<file path="config.mk">
export PLATFORM = sky130hd
export DESIGN_NAME = pmwc_power_mgmt_wake_control
export DESIGN_NICKNAME = d
export VERILOG_FILES = /design/src/verilog/pmwc_power_mgmt_wake_control.v
export VERILOG_INCLUDE_DIRS = /design/src /design/src/inc
export SDC_FILE = /design/constraint.sdc
export NUM_CORES = 1
export LEC_CHECK = 0
export ABC_AREA = 0
export BUFFER_PORTS_ARGS = -buffer_cell sky130_fd_sc_hd__buf_4
export CAP_MARGIN = 25
export CORE_UTILIZATION = 41
export DETAILED_ROUTE_END_ITERATION = 7
export PLACE_DENSITY = 0.61
export SLEW_MARGIN = 0
export SYNTH_ARGS = -nofsm -noshare
export SYNTH_HDL_FRONTEND = slang
export SYNTH_SLANG_ARGS = --single-unit
</file>
<file path="constraint.sdc">
create_clock -name clk -period 2.7 [get_ports clk]
set_clock_uncertainty 0.2 [all_clocks]
set_input_delay 0.27 -clock clk [delete_from_list [all_inputs] [get_ports clk]]
set_output_delay 0.27 -clock clk [all_outputs]
set_load 0.01 [all_outputs]
</file>
<file path="src/inc/pmwc_consts.vh">
`ifndef PMWC_CONSTS_VH
`define PMWC_CONSTS_VH

// Register byte addresses
`define PMWC_ADDR_W 8
`define PMWC_OFS_POWER_CONTROL 8'h84
`define PMWC_OFS_BYTE_TEST 8'h64

// Field positions in power_control
`define PMWC_POS_STATE_HI 13
`define PMWC_POS_STATE_LO 12
`define PMWC_POS_XRST 10
`define PMWC_POS_LAN_EN 9
`define PMWC_POS_ENERGY_EN 8
`define PMWC_POS_DRV_TYPE 6
`define PMWC_POS_CAUSE_HI 5
`define PMWC_POS_CAUSE_LO 4
`define PMWC_POS_PULSE_SEL 3
`define PMWC_POS_POLARITY 2
`define PMWC_POS_PIN_EN 1
`define PMWC_POS_READY 0

// Power state codes
`define PMWC_FULL_POWER_STATE 2'h0
`define PMWC_FRAME_WAKE_STATE 2'h1
`define PMWC_ENERGY_DETECT_STATE 2'h2

// Wake cause bits
`define PMWC_CAUSE_ENERGY 0
`define PMWC_CAUSE_FRAME 1

// Timing
`define PMWC_CLK_MHZ 100
`define PMWC_XRST_US 100
`define PMWC_PULSE_MS 50
`define PMWC_READY_CYC 16

`endif

</file>
<file path="src/verilog/pmwc_power_mgmt_wake_control.v">
`timescale 1ns/10ps
`default_nettype none
`include "pmwc_consts.vh"

// Contract
// Power state: 0 normal, 01 frame, 10 energy
// Host never writes reserved state 11b
// Byte-test write wakes from reduced power
// Host writes only wake trigger while unready
// Writes ignored until first read after wake
// Power control readable in reduced power
// Transceiver reset held at least 100 us
// Reset bit self-clears; writes ignored while high
// LAN wake event drives enabled pin
// LAN wake event raises wake interrupt
// Energy event drives enabled pin
// Energy event raises wake interrupt
// Driver type: 0 open-drain, 1 push-pull
// Open-drain ignores polarity, active low
// Wake cause: energy, frame, both encodings
// Wake cause bits cleared by writing one
// Wake-up returns power state to normal
// Pulse select: 50 ms pulse, else level
// Push-pull polarity: set high, clear low
// Pin enable gates pin, not interrupt
// Ready bit marks device stable
module pmwc_power_mgmt_wake_control #(
   parameter XRST_CYC = `PMWC_XRST_US * `PMWC_CLK_MHZ,
   parameter PULSE_CYC = `PMWC_PULSE_MS * 1000 * `PMWC_CLK_MHZ,
   parameter READY_CYC = `PMWC_READY_CYC
) (
   // Clock and reset
   input wire clk,
   input wire nrst,
   // Host register bus, one-cycle strobes on clk
   input wire busSel,
   input wire busRd,
   input wire busWr,
   input wire [`PMWC_ADDR_W-1:0] busAddr,
   input wire [31:0] busWdata,
   output reg [31:0] busRdata,
   output reg busRvalid,
   // Wake events from receive and energy detectors
   input wire lanWakeEvent,
   input wire energyEvent,
   // Status toward the rest of the device
   output wire [1:0] powerState,
   output wire deviceReady,
   output wire wakeInterrupt,
   // Transceiver reset, active low
   output wire xcvrResetN,
   // Wake event output pin
   output wire wakeOut,
   output wire wakeOutEn
);

   localparam CW = 32;

   reg [1:0] stateQ;
   reg lanEnQ, energyEnQ, drvTypeQ, pulseSelQ, polQ, pinEnQ;
   reg [1:0] causeQ;
   reg readyQ, readSeenQ;
   reg [CW-1:0] readyCntQ;
   reg xrstQ;
   reg [CW-1:0] xrstCntQ;
   reg [CW-1:0] pulseCntQ;

   wire rdReq = busSel & busRd;
   wire wrReq = busSel & busWr;
   wire hitCtrl = (busAddr == `PMWC_OFS_POWER_CONTROL);
   wire hitByteTest = (busAddr == `PMWC_OFS_BYTE_TEST);
   // Control writes act only once stable and read at least once
   wire wrOk = wrReq & readyQ & readSeenQ;
   wire ctrlWr = wrOk & hitCtrl;
   wire enterReduced = ctrlWr &
      (busWdata[`PMWC_POS_STATE_HI:`PMWC_POS_STATE_LO] !=
       `PMWC_FULL_POWER_STATE);
   wire reduced = (stateQ != `PMWC_FULL_POWER_STATE);

   // Wake events seen while the matching enable is set
   wire energyHit = energyEvent & energyEnQ;
   wire lanHit = lanWakeEvent & lanEnQ;
   wire wakeByEvent = (stateQ == `PMWC_FRAME_WAKE_STATE & lanHit) |
      (stateQ == `PMWC_ENERGY_DETECT_STATE & energyHit);
   wire wakeNow = reduced & ((wrReq & hitByteTest) | wakeByEvent);

   // Wake indication lasts while an enabled cause is pending
   wire wakeActive = (causeQ[`PMWC_CAUSE_ENERGY] & energyEnQ) |
      (causeQ[`PMWC_CAUSE_FRAME] & lanEnQ);

   function [31:0] ctrlImage;
      input dummy;
      begin
         ctrlImage = 32'h0000_0000;
         ctrlImage[`PMWC_POS_STATE_HI:`PMWC_POS_STATE_LO] = stateQ;
         ctrlImage[`PMWC_POS_XRST] = xrstQ;
         ctrlImage[`PMWC_POS_LAN_EN] = lanEnQ;
         ctrlImage[`PMWC_POS_ENERGY_EN] = energyEnQ;
         ctrlImage[`PMWC_POS_DRV_TYPE] = drvTypeQ;
         ctrlImage[`PMWC_POS_CAUSE_HI:`PMWC_POS_CAUSE_LO] = causeQ;
         ctrlImage[`PMWC_POS_PULSE_SEL] = pulseSelQ;
         ctrlImage[`PMWC_POS_POLARITY] = polQ;
         ctrlImage[`PMWC_POS_PIN_EN] = pinEnQ;
         ctrlImage[`PMWC_POS_READY] = readyQ;
      end
   endfunction

   // Read path; control register answers in every power state
   always @(posedge clk or negedge nrst) begin
      if (!nrst) begin
         busRdata <= 32'h0000_0000;
         busRvalid <= 1'b0;
      end else begin
         busRvalid <= rdReq;
         if (rdReq) begin
            if (hitCtrl) begin
               busRdata <= ctrlImage(1'b0);
            end else begin
               busRdata <= 32'h0000_0000;
            end
         end
      end
   end

   // Power state, ready and first-read tracking
   always @(posedge clk or negedge nrst) begin
      if (!nrst) begin
         stateQ <= `PMWC_FULL_POWER_STATE;
         readyQ <= 1'b0;
         readyCntQ <= {CW{1'b0}};
         readSeenQ <= 1'b0;
      end else begin
         if (wakeNow) begin
            stateQ <= `PMWC_FULL_POWER_STATE;
            readyQ <= 1'b0;
            readyCntQ <= {CW{1'b0}};
            readSeenQ <= 1'b0;
         end else begin
            if (ctrlWr) begin
               stateQ <=
                  busWdata[`PMWC_POS_STATE_HI:`PMWC_POS_STATE_LO];
               if (busWdata[`PMWC_POS_STATE_HI:`PMWC_POS_STATE_LO] !=
                   `PMWC_FULL_POWER_STATE) begin
                  readyQ <= 1'b0;
                  readSeenQ <= 1'b0;
               end
            end else if (!readyQ && !reduced) begin
               // Settle after reset or wake, then report stable
               if (readyCntQ == READY_CYC - 1) begin
                  readyQ <= 1'b1;
               end else begin
                  readyCntQ <= readyCntQ + 1'b1;
               end
            end
            if (rdReq && !enterReduced) begin
               readSeenQ <= 1'b1;
            end
         end
      end
   end

   // Configuration bits and wake cause
   always @(posedge clk or negedge nrst) begin
      if (!nrst) begin
         lanEnQ <= 1'b0;
         energyEnQ <= 1'b0;
         drvTypeQ <= 1'b0;
         pulseSelQ <= 1'b0;
         polQ <= 1'b0;
         pinEnQ <= 1'b0;
         causeQ <= 2'h0;
      end else begin
         if (ctrlWr) begin
            lanEnQ <= busWdata[`PMWC_POS_LAN_EN];
            energyEnQ <= busWdata[`PMWC_POS_ENERGY_EN];
            drvTypeQ <= busWdata[`PMWC_POS_DRV_TYPE];
            pulseSelQ <= busWdata[`PMWC_POS_PULSE_SEL];
            polQ <= busWdata[`PMWC_POS_POLARITY];
            pinEnQ <= busWdata[`PMWC_POS_PIN_EN];
         end
         // Write-one clears; a same-cycle event wins
         causeQ[`PMWC_CAUSE_ENERGY] <= energyHit |
            (causeQ[`PMWC_CAUSE_ENERGY] &
             ~(ctrlWr & busWdata[`PMWC_POS_CAUSE_LO]));
         causeQ[`PMWC_CAUSE_FRAME] <= lanHit |
            (causeQ[`PMWC_CAUSE_FRAME] &
             ~(ctrlWr & busWdata[`PMWC_POS_CAUSE_HI]));
      end
   end

   // Transceiver reset timer
   always @(posedge clk or negedge nrst) begin
      if (!nrst) begin
         xrstQ <= 1'b0;
         xrstCntQ <= {CW{1'b0}};
      end else if (xrstQ) begin
         if (xrstCntQ == XRST_CYC - 1) begin
            xrstQ <= 1'b0;
         end else begin
            xrstCntQ <= xrstCntQ + 1'b1;
         end
      end else if (ctrlWr && busWdata[`PMWC_POS_XRST]) begin
         xrstQ <= 1'b1;
         xrstCntQ <= {CW{1'b0}};
      end
   end

   assign xcvrResetN = ~xrstQ;

   // Pulse timer restarts on each new enabled event
   always @(posedge clk or negedge nrst) begin
      if (!nrst) begin
         pulseCntQ <= {CW{1'b0}};
      end else if (energyHit || lanHit) begin
         pulseCntQ <= PULSE_CYC;
      end else if (pulseCntQ != {CW{1'b0}}) begin
         pulseCntQ <= pulseCntQ - 1'b1;
      end
   end

   // Asserted level of the pin before driver shaping
   wire pinAssert = pinEnQ & wakeActive &
      (pulseSelQ ? (pulseCntQ != {CW{1'b0}}) : 1'b1);

   // Open-drain pulls low only; push-pull follows polarity
   assign wakeOut = drvTypeQ ? (polQ ? pinAssert : ~pinAssert)
      : 1'b0;
   assign wakeOutEn = drvTypeQ ? 1'b1 : pinAssert;

   assign wakeInterrupt = wakeActive;
   assign powerState = stateQ;
   assign deviceReady = readyQ;

endmodule
`default_nettype wire
</file>
Word level (Yosys, flattened, before mapping)
Index checks and enable logic that the tools add are counted.
{"block": "classes", "n_reduce_logical": 22, "n_eq_ne": 10, "muxes": 27, "n_bitwise": 29, "addsub": 3}
{"cell": "2-to-1 mux 32 bit", "count": 9}
{"cell": "adder 32 x 1 -> 32 bit, second input constant", "count": 2}
{"cell": "equality test 32 x 14 -> 1 bit, second input constant", "count": 1}
{"cell": "equality test 32 x 4 -> 1 bit, second input constant", "count": 1}
{"cell": "nonzero test 32 bit", "count": 1}
{"cell": "subtractor 32 x 1 -> 32 bit, second input constant", "count": 1}
{"cell": "bitwise AND 1 bit", "count": 20}
{"cell": "2-to-1 mux 1 bit", "count": 15}
{"cell": "2-to-1 mux 14 bit", "count": 1}
{"cell": "nonzero test 2 bit", "count": 6}
{"cell": "nonzero test 3 bit", "count": 4}
{"cell": "equality test 8 x 7 -> 1 bit, second input constant", "count": 1}
{"cell": "equality test 8 bit, second input constant", "count": 1}
{"cell": "AND reduction 3 bit", "count": 2}
{"cell": "bitwise OR 1 bit", "count": 5}
{"cell": "2-to-1 mux 2 bit", "count": 2}
{"cell": "!= test 2 bit, second input constant", "count": 2}
{"cell": "inverter 1 bit", "count": 4}
{"cell": "AND reduction 2 bit", "count": 2}
{"cell": "logical AND 1 bit", "count": 3}
{"cell": "logical NOT 1 bit", "count": 3}
{"cell": "!= test 3 x 1 -> 1 bit, second input constant", "count": 1}
{"cell": "equality test 2 x 1 -> 1 bit, second input constant", "count": 1}
{"cell": "equality test 2 bit, second input constant", "count": 1}
{"cell": "other kinds (2)", "count": 2}
{"block": "totals", "word_cells": 107, "ff_bits": 142, "output_inout_bits": 40, "inputBits": 47}

Logic depth before layout (Yosys ltp)
Gate-level depths: netlist of the first run.
{"block": "logic_depth", "word_depth": 9, "ltp_mapped": 8, "ltp_nobuf": 7}

Worst setup path after synthesis of the first run
Ideal clock, no wire load.
{"block": "synth_timing", "path_kind": "register -> output", "startpoint": "reg pulseCntQ[27]", "endpoint": "out wakeOut", "slack_ns": 0.020, "path_buffers": 0, "path_stages_with_launch": 6, "t_arrival_ns": 2.210, "required_ns": 2.230, "cell_sequence": "dfrtp_1 > nor4_1 > nand3_1 > nor4_1 > a211oi_1 > nor3b_1"}
{"block": "synth_between", "elab_chain_len": 6}
{"element": "start: declaration", "line_no": "pmwc_power_mgmt_wake_control.v:66", "text": "reg [CW-1:0] pulseCntQ;"}
{"element": "start signal: assignment", "line_no": "pmwc_power_mgmt_wake_control.v:213", "text": "pulseCntQ <= {CW{1'b0}};"}
{"element": "start signal: assignment", "line_no": "pmwc_power_mgmt_wake_control.v:217", "text": "pulseCntQ <= pulseCntQ - 1'b1;"}
{"element": "nonzero test 32 bit (*)", "line_no": "pmwc_power_mgmt_wake_control.v:223", "text": "(pulseSelQ ? (pulseCntQ != {CW{1'b0}}) : 1'b1);"}
{"element": "2-to-1 mux 1 bit (*)", "line_no": "pmwc_power_mgmt_wake_control.v:223"}
{"element": "bitwise AND 1 bit (*)", "line_no": "pmwc_power_mgmt_wake_control.v:222", "text": "wire pinAssert = pinEnQ & wakeActive &"}
{"element": "inverter 1 bit", "line_no": "pmwc_power_mgmt_wake_control.v:226", "text": "assign wakeOut = drvTypeQ ? (polQ ? pinAssert : ~pinAssert)"}
{"element": "2-to-1 mux 1 bit (*) (2 in series)", "line_no": "pmwc_power_mgmt_wake_control.v:226"}
{"element": "end: declaration", "line_no": "pmwc_power_mgmt_wake_control.v:53", "text": "output wire wakeOut,"}
Every way passes the cells marked *; elsewhere a longest branch is shown, timed or not.

Final worst setup path of the first run
Ends and elaborated chain as after synthesis.

==> results of run 1 <==
[layout by cell type (no fill, tap or decap), types with 7 or more instances in the layout]
| cell type | instances |
|---|---|
| sky130_fd_sc_hd__mux2i_1 | 8 |
| sky130_fd_sc_hd__conb_1 | 20 |
| sky130_fd_sc_hd__dlygate4sd3_1 | 13 |
| sky130_fd_sc_hd__o31ai_1 | 15 |
| sky130_fd_sc_hd__nor4_1 | 23 |
| sky130_fd_sc_hd__inv_1 | 10 |
| sky130_fd_sc_hd__o211ai_1 | 13 |
| sky130_fd_sc_hd__nor2_1 | 50 |
| sky130_fd_sc_hd__nand4_1 | 23 |
| sky130_fd_sc_hd__and4_1 | 8 |
| sky130_fd_sc_hd__dfrtp_1 | 118 |
| sky130_fd_sc_hd__nor3_1 | 7 |
| sky130_fd_sc_hd__clkbuf_16 | 17 |
| sky130_fd_sc_hd__and3_1 | 16 |
| sky130_fd_sc_hd__xnor2_1 | 11 |
| sky130_fd_sc_hd__o21ai_0 | 32 |
| sky130_fd_sc_hd__nand2_1 | 54 |
| sky130_fd_sc_hd__or4_1 | 14 |
| sky130_fd_sc_hd__xor2_1 | 22 |
| sky130_fd_sc_hd__a22o_1 | 13 |
| sky130_fd_sc_hd__nand3_1 | 38 |
| sky130_fd_sc_hd__a21oi_1 | 32 |
| sky130_fd_sc_hd__or3_1 | 25 |
| sky130_fd_sc_hd__buf_4 | 94 |
[flip-flops by register name, indices dropped and copies added, names as in the netlist, 2 cells and up]
register    flops
readyCntQ      32
causeQ          2
powerState      2
xrstCntQ       32
busRdata       12
pulseCntQ      32
[kinds of logic (layout without fill, tap and decap cells)]
family                     count (synthesis)  count (layout)
and+or+nand+nor                          305             305
DFF                                      122             122
adders and majority gates                  3               3
buffers and inverters                     57             151
xor gates and xnor gates                  33              33
other                                      1              20
muxes                                     14              14
AOI/OAI and AO/OA                        130             130
[per-stage QoR]
stage          power (mW)  area [um2]  std cells  worst slack, ns  utilization (%)
2_1_floorplan        3.32        6440        684           0.0199                -
3_3_place_gp         3.62        7060        909           0.0521             46.4
3_5_place_dp         3.68        7060        909          -0.0116             46.4
4_1_cts              6.44        8040        963          -0.0231             52.9
5_1_grt              6.77        8080        966           -0.134             53.2
6_report             6.43        8080        966          -0.0247             53.2
[path summary, 6_finish.rpt]
path	endpoint	slack, ns	cells past startpoint	startpoint
max	wakeOut	-0.02	7	pulseCntQ[27]$_DFFE_PN0P_
max reg2reg	pulseCntQ[8]$_DFFE_PN0P_	0.11	9	pulseCntQ[0]$_DFFE_PN0P_
max in group asynchronous	readyCntQ[18]$_DFFE_PN0P_	1.32	3	nrst
min reg2reg	xrstCntQ[31]$_DFFE_PN0P_	0.28	1	xrstCntQ[31]$_DFFE_PN0P_
min in group asynchronous	busRdata[2]$_DFFE_PN0P_	0.24	2	nrst
min	powerState[1]$_DFFE_PN0P_	0.14	5	busAddr[1]
[critical path, cell delays in order (launching register included)]
cell                       delay (ns)
sky130_fd_sc_hd__dfrtp_2         0.41
sky130_fd_sc_hd__nor4_2          0.25
sky130_fd_sc_hd__buf_4           0.16
sky130_fd_sc_hd__nand4_1         0.13
sky130_fd_sc_hd__or4_4           0.56
sky130_fd_sc_hd__a21boi_2        0.13
sky130_fd_sc_hd__nor3b_1         0.05
sky130_fd_sc_hd__buf_4           0.14
[report_power, final]
part	leakage [nW]	switching [mW]	internal, mW
clock	0.328	0.826	1.80
sequential	1.31	0.413	2.16
combinational	1.69	0.670	0.559
[routing by layer]
layer,vias up,global-route usage [%]
li1,2657,-
met1,2777,27.5
met2,139,35.0
met3,15,4.77
met4,0,7.35
met5,-,0
[area by class of cell]
cell class / instances / area [um2] / area share [%]
Timing Repair Buffer: 109 / 867 / 10.7
Clock buffer: 20 / 467 / 5.77
Tap cell: 188 / 235 / 2.91
Inverter: 10 / 37.5 / 0.464
Clock inverter: 12 / 218 / 2.69
Multi-Input combinational cell: 505 / 3200 / 39.6
Sequential cell: 122 / 3060 / 37.8
[repair_timing]
action / CTS / global route
setup buffers: 9 / 3
pin swaps: 4 / 3
setup endpoints to repair: 3 / 4
resized for setup: 19 / 7
hold endpoints to repair: 60 / 0
hold buffers: 13 / 0
==> reports/qor.yml, run 1 <==
outcome: "complete, but fails checks"
failed_checks: "setup timing"
gp_congestion: 0.852
synth_xor_xnor_area_share_pct: 4.54
synth-seq-area-share_pct: 47.9
routed-wl-met3_um: 761
number_of_global_route_vias_before_repair: 5382
worst_min_delay_path_category: "input port to register"
synth_top_cells_by_area: "sky130_fd_sc_hd__dfrtp_1, sky130_fd_sc_hd__nand2_1, sky130_fd_sc_hd__nand3_1"
reported_leakage_power_nw: 3.32
drt-total-wl_um: 16200
yosysWarningCount: 0
postSynthCellCount: 665
nFillCells: 1368
row_count: 45
chipHeight_um: 127
synth-edff-count: 0
power-per-cell-area_nw_per_um2: 795
drt_drc_violations_left: 0
post-synth-top-area-cell: "sky130_fd_sc_hd__dfrtp_1"
fp.dieArea_um2: 16000
design.final.nets: 815
final_number_of_max_transition_violations: 0
yosysUniqueCellTypes: 55
synth_simple_gate_area_share_pct: 26.3
element_type_at_the_critical_path_start: "register"
cts.htree.levels: 4
path_class: "register to output port"
setup_viol: 2
postLayoutSetupSlackWorst_ns: -0.0247
initial_utilization_pct: 41.9
synth_async_sr_flop_share_pct: 100
main_combinational_cell_family_by_area_after_synthesis: "simple AND/OR/NAND/NOR gates"
syn-cell-area_um2: 6370
via_count: 5588
drt_pass_1_iters: 5
met2_wirelength_um: 7920
worst_slew_pin_slew_ns: 0.705
grt_remaining_overflow: 0
port-buffer-count: 45
yosysMostFrequentCell: "sky130_fd_sc_hd__dfrtp_1"
cts_buffers: 17
clock-root-buffer: "sky130_fd_sc_hd__clkbuf_16"
minimum_hold_slack_ns: 0.135
vdd_drop_max_v: 0.000480
postRouteAntennaNets: 0
tritoncts_clock_tree: "built"
max-slew-margin-rel_pct: 53.0
timing.critical_path.to_type: "output port"
die_w_um: 127
synth_flop_cell: "sky130_fd_sc_hd__dfrtp_1"
num_io_pins: 87
post_drt_wl_per_cell_um: 16.7
synth_top_cell_area_share_pct: 47.9
setup_tns_after_final_layout_ns: -0.0348
grt_setup_unrepaired: "yes"
grt_antenna_before_repair: 0
clock_latency_of_the_later_clocked_register_in_the_worst_skew_pair_ns: 0.42
clock-sinks: 122
met1_layer_wirelength_in_the_final_routing_um: 7260
fmax_mhz: 367
layout_worst_path_cycle_share_pct: 101
syn_area_per_cell_um2: 9.58
cp_data_required_time_ns: 2.23
grt_start_max_net_pins: 54
grt_util_all_layers_pct: 21.2
clk_transition_reported_paths_ns: 0.06
first_iter_violations: 288
grt_first_pass_wirelength_um: 26500
crit_arrival_ns: 2.25
synthAdderAreaFrac_pct: 0.589
clock_tree.buffer_depth: 2
antenna-diode-count: 0
highest-signal-layer: "met4"
final_layout_size_suffix_gt1_share_pct: 21.9
layout_min_cycle_time_ns: 2.72
postSynthRegisterBits: 122
yosys-mux-area-fraction_pct: 2.32
finalHoldViolations: 0
synth_compound_gate_area_share_pct: 13.5
most_frequent_cells_after_synthesis: "sky130_fd_sc_hd__dfrtp_1, sky130_fd_sc_hd__nand2_1, sky130_fd_sc_hd__nor2_1, sky130_fd_sc_hd__nand3_1"
max_cap_viol_count: 0
core_area_um2: 15200
detailed_place_hpwl_um: 11200
area.growth.synth_to_final_pct: 26.9
route.detailed.vias_per_inst: 5.78
critical_path_peak_fanout: 3
No activity file was read; power rests on OpenSTA's default activity.
==> run 2, diff against run 1 <==
- PLACE_DENSITY: 0.61 -> 0.63
- clock period: 2.7 -> 2.4 ns (I/O delays scaled with it)
==> run 2 against run 1 <==
Against the previous run: the flow still finishes with violations (setup timing); clock power is 2% lower; critical path depth is 1 lower; global-route usage is 0.52 points higher; core utilization is 2.1 points higher; non-clock buffer count is 42 higher; wire length is 1.7% higher; combinational power is 32% higher; register-to-register slack worse by 0.28 ns; count of clock-buffer cells in the layout is 4 higher; setup slack worse by 0.26 ns; die area stayed put; critical path type unchanged; critical endpoint unchanged; largest cell class unchanged; largest power group is now sequential cells; highest routed layer unchanged.
==> reports/qor.yml, run 2 (same netlist as run 1, synthesis figures left out) <==
clock_latency_of_the_later_clocked_register_in_the_worst_skew_pair_ns: 0.42  # about the same
clock_tree.buffer_depth: 2  # unchanged
drt_drc_violations_left: 0  # unchanged
vdd_drop_max_v: 0.000575  # was 0.000480 V
area.growth.synth_to_final_pct: 31.9  # was 26.9%
nFillCells: 1318  # was 1368
grt_first_pass_wirelength_um: 27600  # was 26500 um
totalPowerFinal_mw: 7.08  # was 6.43 mW
final_layout_size_suffix_gt1_share_pct: 26.7  # was 21.9%
layout_min_cycle_time_ns: 2.68
chipHeight_um: 127  # unchanged
mostFrequentLayoutCell: "sky130_fd_sc_hd__buf_4"  # was sky130_fd_sc_hd__dfrtp_1
number_of_global_route_vias_before_repair: 5548  # was 5382
area_of_placed_instances_um2: 7330  # was 7060 um2
tritoncts_clock_tree: "built"  # unchanged
clock-root-buffer: "sky130_fd_sc_hd__clkbuf_16"  # unchanged
crit_arrival_ns: 2.24  # was 2.25 ns
grt_start_max_net_pins: 83  # was 54
multiInputGateArea_um2: 3280  # was 3200 um2
clk_transition_reported_paths_ns: 0.05  # was 0.06 ns
ff_latch_area_um2: 3050  # was 3060 um2
postRouteAntennaNets: 0  # unchanged
outcome: "complete, but fails checks"  # unchanged
finish.instance_area_um2: 8400  # was 8080 um2
design.final.nets: 857  # was 815
route.detailed.vias_per_inst: 5.67  # was 5.78
grt_remaining_overflow: 0  # unchanged
critical_path_peak_fanout: 4  # was 3
max_cap_viol_count: 0  # unchanged
num_io_pins: 87  # unchanged
fp.dieArea_um2: 16000  # unchanged
drt-total-wl_um: 16500  # was 16200 um
element_type_at_the_critical_path_start: "register"  # unchanged
failed_checks: "setup timing"  # unchanged
clock-sinks: 122  # unchanged
antenna-diode-count: 0  # unchanged
core_area_um2: 15200  # unchanged
via_count: 5713  # was 5588
first_iter_violations: 425  # was 288
cp_data_required_time_ns: 1.96  # was 2.23 ns
post_drt_wl_per_cell_um: 16.3  # was 16.7 um
grt_setup_unrepaired: "yes"  # unchanged
fmax_mhz: 372
path_class: "register to output port"  # unchanged
cts.htree.levels: 4  # unchanged
finalHoldViolations: 0  # unchanged
layout_worst_path_cycle_share_pct: 112
layout_common_cells: "sky130_fd_sc_hd__buf_4, sky130_fd_sc_hd__dfrtp_1, sky130_fd_sc_hd__nand2_1, sky130_fd_sc_hd__nor2_1, sky130_fd_sc_hd__nand3_1"  # was sky130_fd_sc_hd__dfrtp_1, sky130_fd_sc_hd__buf_4, sky130_fd_sc_hd__nand2_1, sky130_fd_sc_hd__nor2_1, sky130_fd_sc_hd__nand3_1
initial_utilization_pct: 41.9  # unchanged
cts_buffers: 17  # unchanged
rrSetupSlack_ns: -0.17  # was 0.11 ns
die_w_um: 127  # unchanged
power-per-cell-area_nw_per_um2: 842  # was 795 nW/um2
drt_pass_1_iters: 5  # unchanged
setup_viol: 16  # was 2
grt_util_all_layers_pct: 21.7  # was 21.2%
row_count: 45  # unchanged
grt_antenna_before_repair: 0  # unchanged
detailed_place_hpwl_um: 11200  # about the same
final_number_of_max_transition_violations: 0  # unchanged
layout_top_registers: "pulseCntQ: 32 flops, readyCntQ: 32 flops, xrstCntQ: 32 flops"  # unchanged
worst_slew_pin_slew_ns: 0.622  # was 0.705 ns
gp_congestion: 0.863  # was 0.852
reported_leakage_power_nw: 3.51  # was 3.32 nW
port-buffer-count: 45  # unchanged
worst_min_delay_path_category: "input port to register"  # unchanged
max-slew-margin-rel_pct: 58.5  # was 53.0%
timing.critical_path.to_type: "output port"  # unchanged
postLayoutSetupSlackWorst_ns: -0.285  # was -0.0247 ns
==> run 2: what timing repair did <==
action,CTS,global route
pin swaps,16,10
hold buffers,13,0
cloned,1,0
hold endpoints to repair,133,0
buffers inserted,14,9
setup endpoints to repair,14,33
gates resized for setup,35,13
==> run 2: routing by layer <==
layer	up-vias	part of all wire, %	wire length [um]	global-route usage [%]
met5	-	0	0	0
met1	2796	46	7610	29.1
met2	140	47	7780	34.3
met3	25	4.7	772	5.48
li1	2752	-	-	-
met4	0	1.7	286	7.35
==> run 2: area by class of cell <==
type                    instances  share of cell area, %
repair buffers                151                   14.3
inverters                      10                  0.447
clock buffers                  24                   5.61
multi-input cells             505                   39.1
clock inverters                 8                   1.40
well taps                     188                   2.80
flip-flops and latches        122                   36.3
==> run 2: power breakdown <==
| part | total [mW] | switching, mW | internal (mW) | leakage [nW] |
|---|---|---|---|---|
| clock | 2.58 | 0.904 | 1.68 | 0.288 |
| combinational | 1.62 | 0.839 | 0.780 | 1.91 |
| sequential | 2.88 | 0.444 | 2.43 | 1.31 |
==> run 2: final timing paths <==
path                                             end                     start  cells past startpoint
setup / recovery                             wakeOut  pulseCntQ[6]$_DFFE_PN0P_                      6
hold / removal                   busRvalid$_DFF_PN0_                     busRd                      4
setup reg to reg            pulseCntQ[0]$_DFFE_PN0P_  pulseCntQ[6]$_DFFE_PN0P_                     10
hold reg to reg             xrstCntQ[31]$_DFFE_PN0P_  xrstCntQ[31]$_DFFE_PN0P_                      1
max in group asynchronous  pulseCntQ[20]$_DFFE_PN0P_                      nrst                      3
min in group asynchronous    xrstCntQ[4]$_DFFE_PN0P_                      nrst                      3
==> run 2: metrics by stage <==
step                      std cells  setup WS [ns]  utilization (%)  TNS, ns  hold slack (ns)
after floorplan                 684        -0.0567                -  -0.0782           -0.256
after global placement          944        -0.0962             48.2   -0.563            0.115
after detailed placement        944         -0.123             48.2    -1.15            0.118
after CTS                      1001         -0.249             54.6    -1.01           0.0644
after global routing           1008         -0.361             55.3    -3.85           0.0955
final                          1008         -0.285             55.3    -1.49           0.0794
==> run 2: worst max-delay path, cell delays in order, from the launching register on <==
cell	delay [ns]
sky130_fd_sc_hd__dfrtp_1	0.38
sky130_fd_sc_hd__nor4_2	0.41
sky130_fd_sc_hd__nand2_2	0.17
sky130_fd_sc_hd__or4_4	0.55
sky130_fd_sc_hd__a21boi_2	0.13
sky130_fd_sc_hd__nor3b_1	0.05
sky130_fd_sc_hd__buf_4	0.14
==> run 3, diff against run 2 <==
- BUFFER_PORTS_ARGS: -buffer_cell sky130_fd_sc_hd__buf_4 -> not set
- CELL_PAD_IN_SITES_DETAIL_PLACEMENT: not set -> 1
- CELL_PAD_IN_SITES_GLOBAL_PLACEMENT: not set -> 1
- DONT_BUFFER_PORTS: not set -> 1
- PLACE_DENSITY: 0.63 -> 0.72
==> run 3 against run 2 <==
Against the previous run: the flow finishes with violations (hold timing, setup timing); count of clock-buffer cells in the layout is 7 lower; non-clock buffer count is 37 lower; via count is 4.7% higher; sequential cell count stayed put; die area stayed put; critical endpoint unchanged; largest cell class unchanged.
==> reports/qor.yml, run 3 (same netlist as run 1, synthesis figures left out) <==
grt_remaining_overflow: 0  # unchanged
clock-sinks: 122  # unchanged
postRouteAntennaNets: 0  # unchanged
levels_on_crit_path: 6  # unchanged
layout_min_cycle_time_ns: 2.79  # was 2.68 ns
mostFrequentLayoutCell: "sky130_fd_sc_hd__dfrtp_1"  # was sky130_fd_sc_hd__buf_4
totalPowerFinal_mw: 7.85  # was 7.08 mW
failed_checks: "hold timing, setup timing"  # was setup timing
vdd_drop_max_v: 0.000570  # was 0.000575 V
layout_top_registers: "pulseCntQ: 32 flops, readyCntQ: 32 flops, xrstCntQ: 32 flops"  # unchanged
cts-hold-fix-buffers: 12  # was 13
row_count: 45  # unchanged
port-buffer-count: 0  # was 45
post_drt_wl_per_cell_um: 22.5  # was 16.3 um
layout_common_cells: "sky130_fd_sc_hd__dfrtp_1, sky130_fd_sc_hd__buf_4, sky130_fd_sc_hd__nand2_1, sky130_fd_sc_hd__nor2_1, sky130_fd_sc_hd__nand3_1"  # was sky130_fd_sc_hd__buf_4, sky130_fd_sc_hd__dfrtp_1, sky130_fd_sc_hd__nand2_1, sky130_fd_sc_hd__nor2_1, sky130_fd_sc_hd__nand3_1
timing.critical_path.to: "wakeOut"  # unchanged
layout_worst_path_cycle_share_pct: 116  # was 112%
minimum_hold_slack_ns: -0.697  # was 0.0794 ns
clock_latency_of_the_later_clocked_register_in_the_worst_skew_pair_ns: 0.43  # was 0.42 ns
initial_utilization_pct: 41.9  # unchanged
detailed_place_hpwl_um: 11900  # was 11200 um
cts.htree.levels: 4  # unchanged
critPathBufInv: 1  # unchanged
nFillCells: 1635  # was 1318
gate_family_responsible_for_the_most_delay_along_the_worst_path: "simple AND/OR/NAND/NOR gates"  # unchanged
clk_transition_reported_paths_ns: 0.06  # was 0.05 ns
worst_slew_pin_slew_ns: 0.802  # was 0.622 ns
drt_drc_violations_left: 0  # unchanged
number_of_global_route_vias_before_repair: 6147  # was 5548
via_count: 5980  # was 5713
worstReg2RegEnd: "pulseCntQ[25]$_DFFE_PN0P_"  # was pulseCntQ[0]$_DFFE_PN0P_
drt_pass_1_iters: 5  # unchanged
chipHeight_um: 127  # unchanged
cts_buffers: 17  # unchanged
grt_antenna_before_repair: 1  # was 0
timing.critical_path.to_type: "output port"  # unchanged
rrSetupSlack_ns: -0.24  # was -0.17 ns
area_of_placed_instances_um2: 6980  # was 7330 um2
grt_setup_unrepaired: "yes"  # unchanged
fmax_mhz: 359  # was 372 MHz
worstRegToRegCells: 9  # was 10
tritoncts_clock_tree: "built"  # unchanged
design.final.nets: 820  # was 857
finish.instance_area_um2: 8510  # was 8400 um2
die_w_um: 127  # unchanged
reported_leakage_power_nw: 3.41  # was 3.51 nW
final_layout_size_suffix_gt1_share_pct: 27.7  # was 26.7%
setup_tns_after_final_layout_ns: -3.73  # was -1.49 ns
gp_congestion: 0.814  # was 0.863
route.detailed.vias_per_inst: 6.16  # was 5.67
crit_arrival_ns: 2.35  # was 2.24 ns
timing.critical_path.from: "pulseCntQ[29]$_DFFE_PN0P_"  # was pulseCntQ[6]$_DFFE_PN0P_
postLayoutSetupSlackWorst_ns: -0.388  # was -0.285 ns
clock_tree.buffer_depth: 2  # unchanged
max_cap_viol_count: 0  # unchanged
core_area_um2: 15200  # unchanged
setup_viol: 27  # was 16
element_type_at_the_critical_path_start: "register"  # unchanged
outcome: "complete, but fails checks"  # unchanged
drt-total-wl_um: 21800  # was 16500 um
num_io_pins: 87  # unchanged
worst_min_delay_path_category: "input port to asynchronous set/reset pin"  # was input port to register
fp.dieArea_um2: 16000  # unchanged
crit_path_cell_trace: "nor4_4, nand4_1, or4_4, a21boi_2, nor3b_2, buf_4"  # was nor4_2, nand2_2, or4_4, a21boi_2, nor3b_1, buf_4
critical_path_peak_fanout: 5  # was 4
clock-root-buffer: "sky130_fd_sc_hd__clkbuf_16"  # unchanged
beginning_of_the_worst_register_to_register_path: "pulseCntQ[9]$_DFFE_PN0P_"  # was pulseCntQ[6]$_DFFE_PN0P_
cp_data_required_time_ns: 1.96  # about the same
timing.critical_path.slowest_cell_delay_ns: 0.51  # was 0.55 ns
area.growth.synth_to_final_pct: 33.5  # was 31.9%
grt_util_all_layers_pct: 25.4  # was 21.7%
max-slew-margin-rel_pct: 46.5  # was 58.5%
grt_first_pass_wirelength_um: 31900  # was 27600 um
antenna-diode-count: 0  # unchanged
power-per-cell-area_nw_per_um2: 923  # was 842 nW/um2
crit_path_top_delay_cell: "sky130_fd_sc_hd__or4_4"  # unchanged
final_number_of_max_transition_violations: 0  # unchanged
finalHoldViolations: 122  # was 0
path_class: "register to output port"  # unchanged
grt_start_max_net_pins: 123  # was 83
first_iter_violations: 332  # was 425
run 3: cell count changes in the layout (fill, tap and decap cells not counted), sizes merged:
cell | previous run | this run
buf | 138 | 102
clkbuf | 24 | 17
bufinv | 3 | 7
clkinvlp | 1 | 4
clkinv | 4 | 3
dlygate4sd3 | 13 | 12
inv | 10 | 11
run 3: worst min path at each step:
stage	to	slack, ns	start
detailed placement	pulseCntQ[14]$_DFFE_PN0P_	-0.25	nrst
CTS	pulseCntQ[14]$_DFFE_PN0P_	-0.70	nrst
finish	pulseCntQ[22]$_DFFE_PN0P_	-0.70	nrst
global route	pulseCntQ[20]$_DFFE_PN0P_	-0.71	nrst
global placement	pulseCntQ[23]$_DFFE_PN0P_	-0.25	nrst
floorplan	busRdata[0]$_DFFE_PN0P_	-0.26	nrst
run 3: what timing repair did:
| action | in CTS | in global routing |
|---|---|---|
| hold endpoints to repair | 134 | 122 |
| gates cloned | 1 | 0 |
| setup endpoints to repair | 25 | 34 |
| pin swaps | 14 | 31 |
| resized for setup | 35 | 67 |
| setup buffers | 13 | 14 |
run 3: power by group:
group / switching (mW) / internal [mW]
combinational: 0.991 / 0.823
clock: 1.01 / 2.05
sequential: 0.543 / 2.43
run 3: final cells by class:
cell class	count	area, um2	area share, %
Clock buffer	17	425	5.00
Clock inverter	15	272	3.19
Inverter	10	37.5	0.441
Multi-Input combinational cell	505	3550	41.7
Sequential cell	122	3060	35.9
Tap cell	188	235	2.77
Timing Repair Buffer	114	931	10.9
run 3: layer usage:
layer / vias to the layer above / GRT usage (%) / share of wire (%)
met2: 193 / 42.9 / 52
li1: 2664 / - / -
met3: 50 / 4.81 / 4.3
met1: 3073 / 32.4 / 41
met4: 0 / 9.94 / 3.1
met5: - / 0 / 0
run 3: stage by stage:
step           worst slack [ns]  util, %  hold WS, ns  instances
6_report                 -0.388     56.0       -0.697        971
3_5_place_dp             -0.217     45.9       -0.249        900
3_3_place_gp             -0.145     45.9       -0.248        900
2_1_floorplan           -0.0567        -       -0.256        684
5_1_grt                  -0.497     56.0       -0.709        971
4_1_cts                  -0.326     53.0       -0.702        957
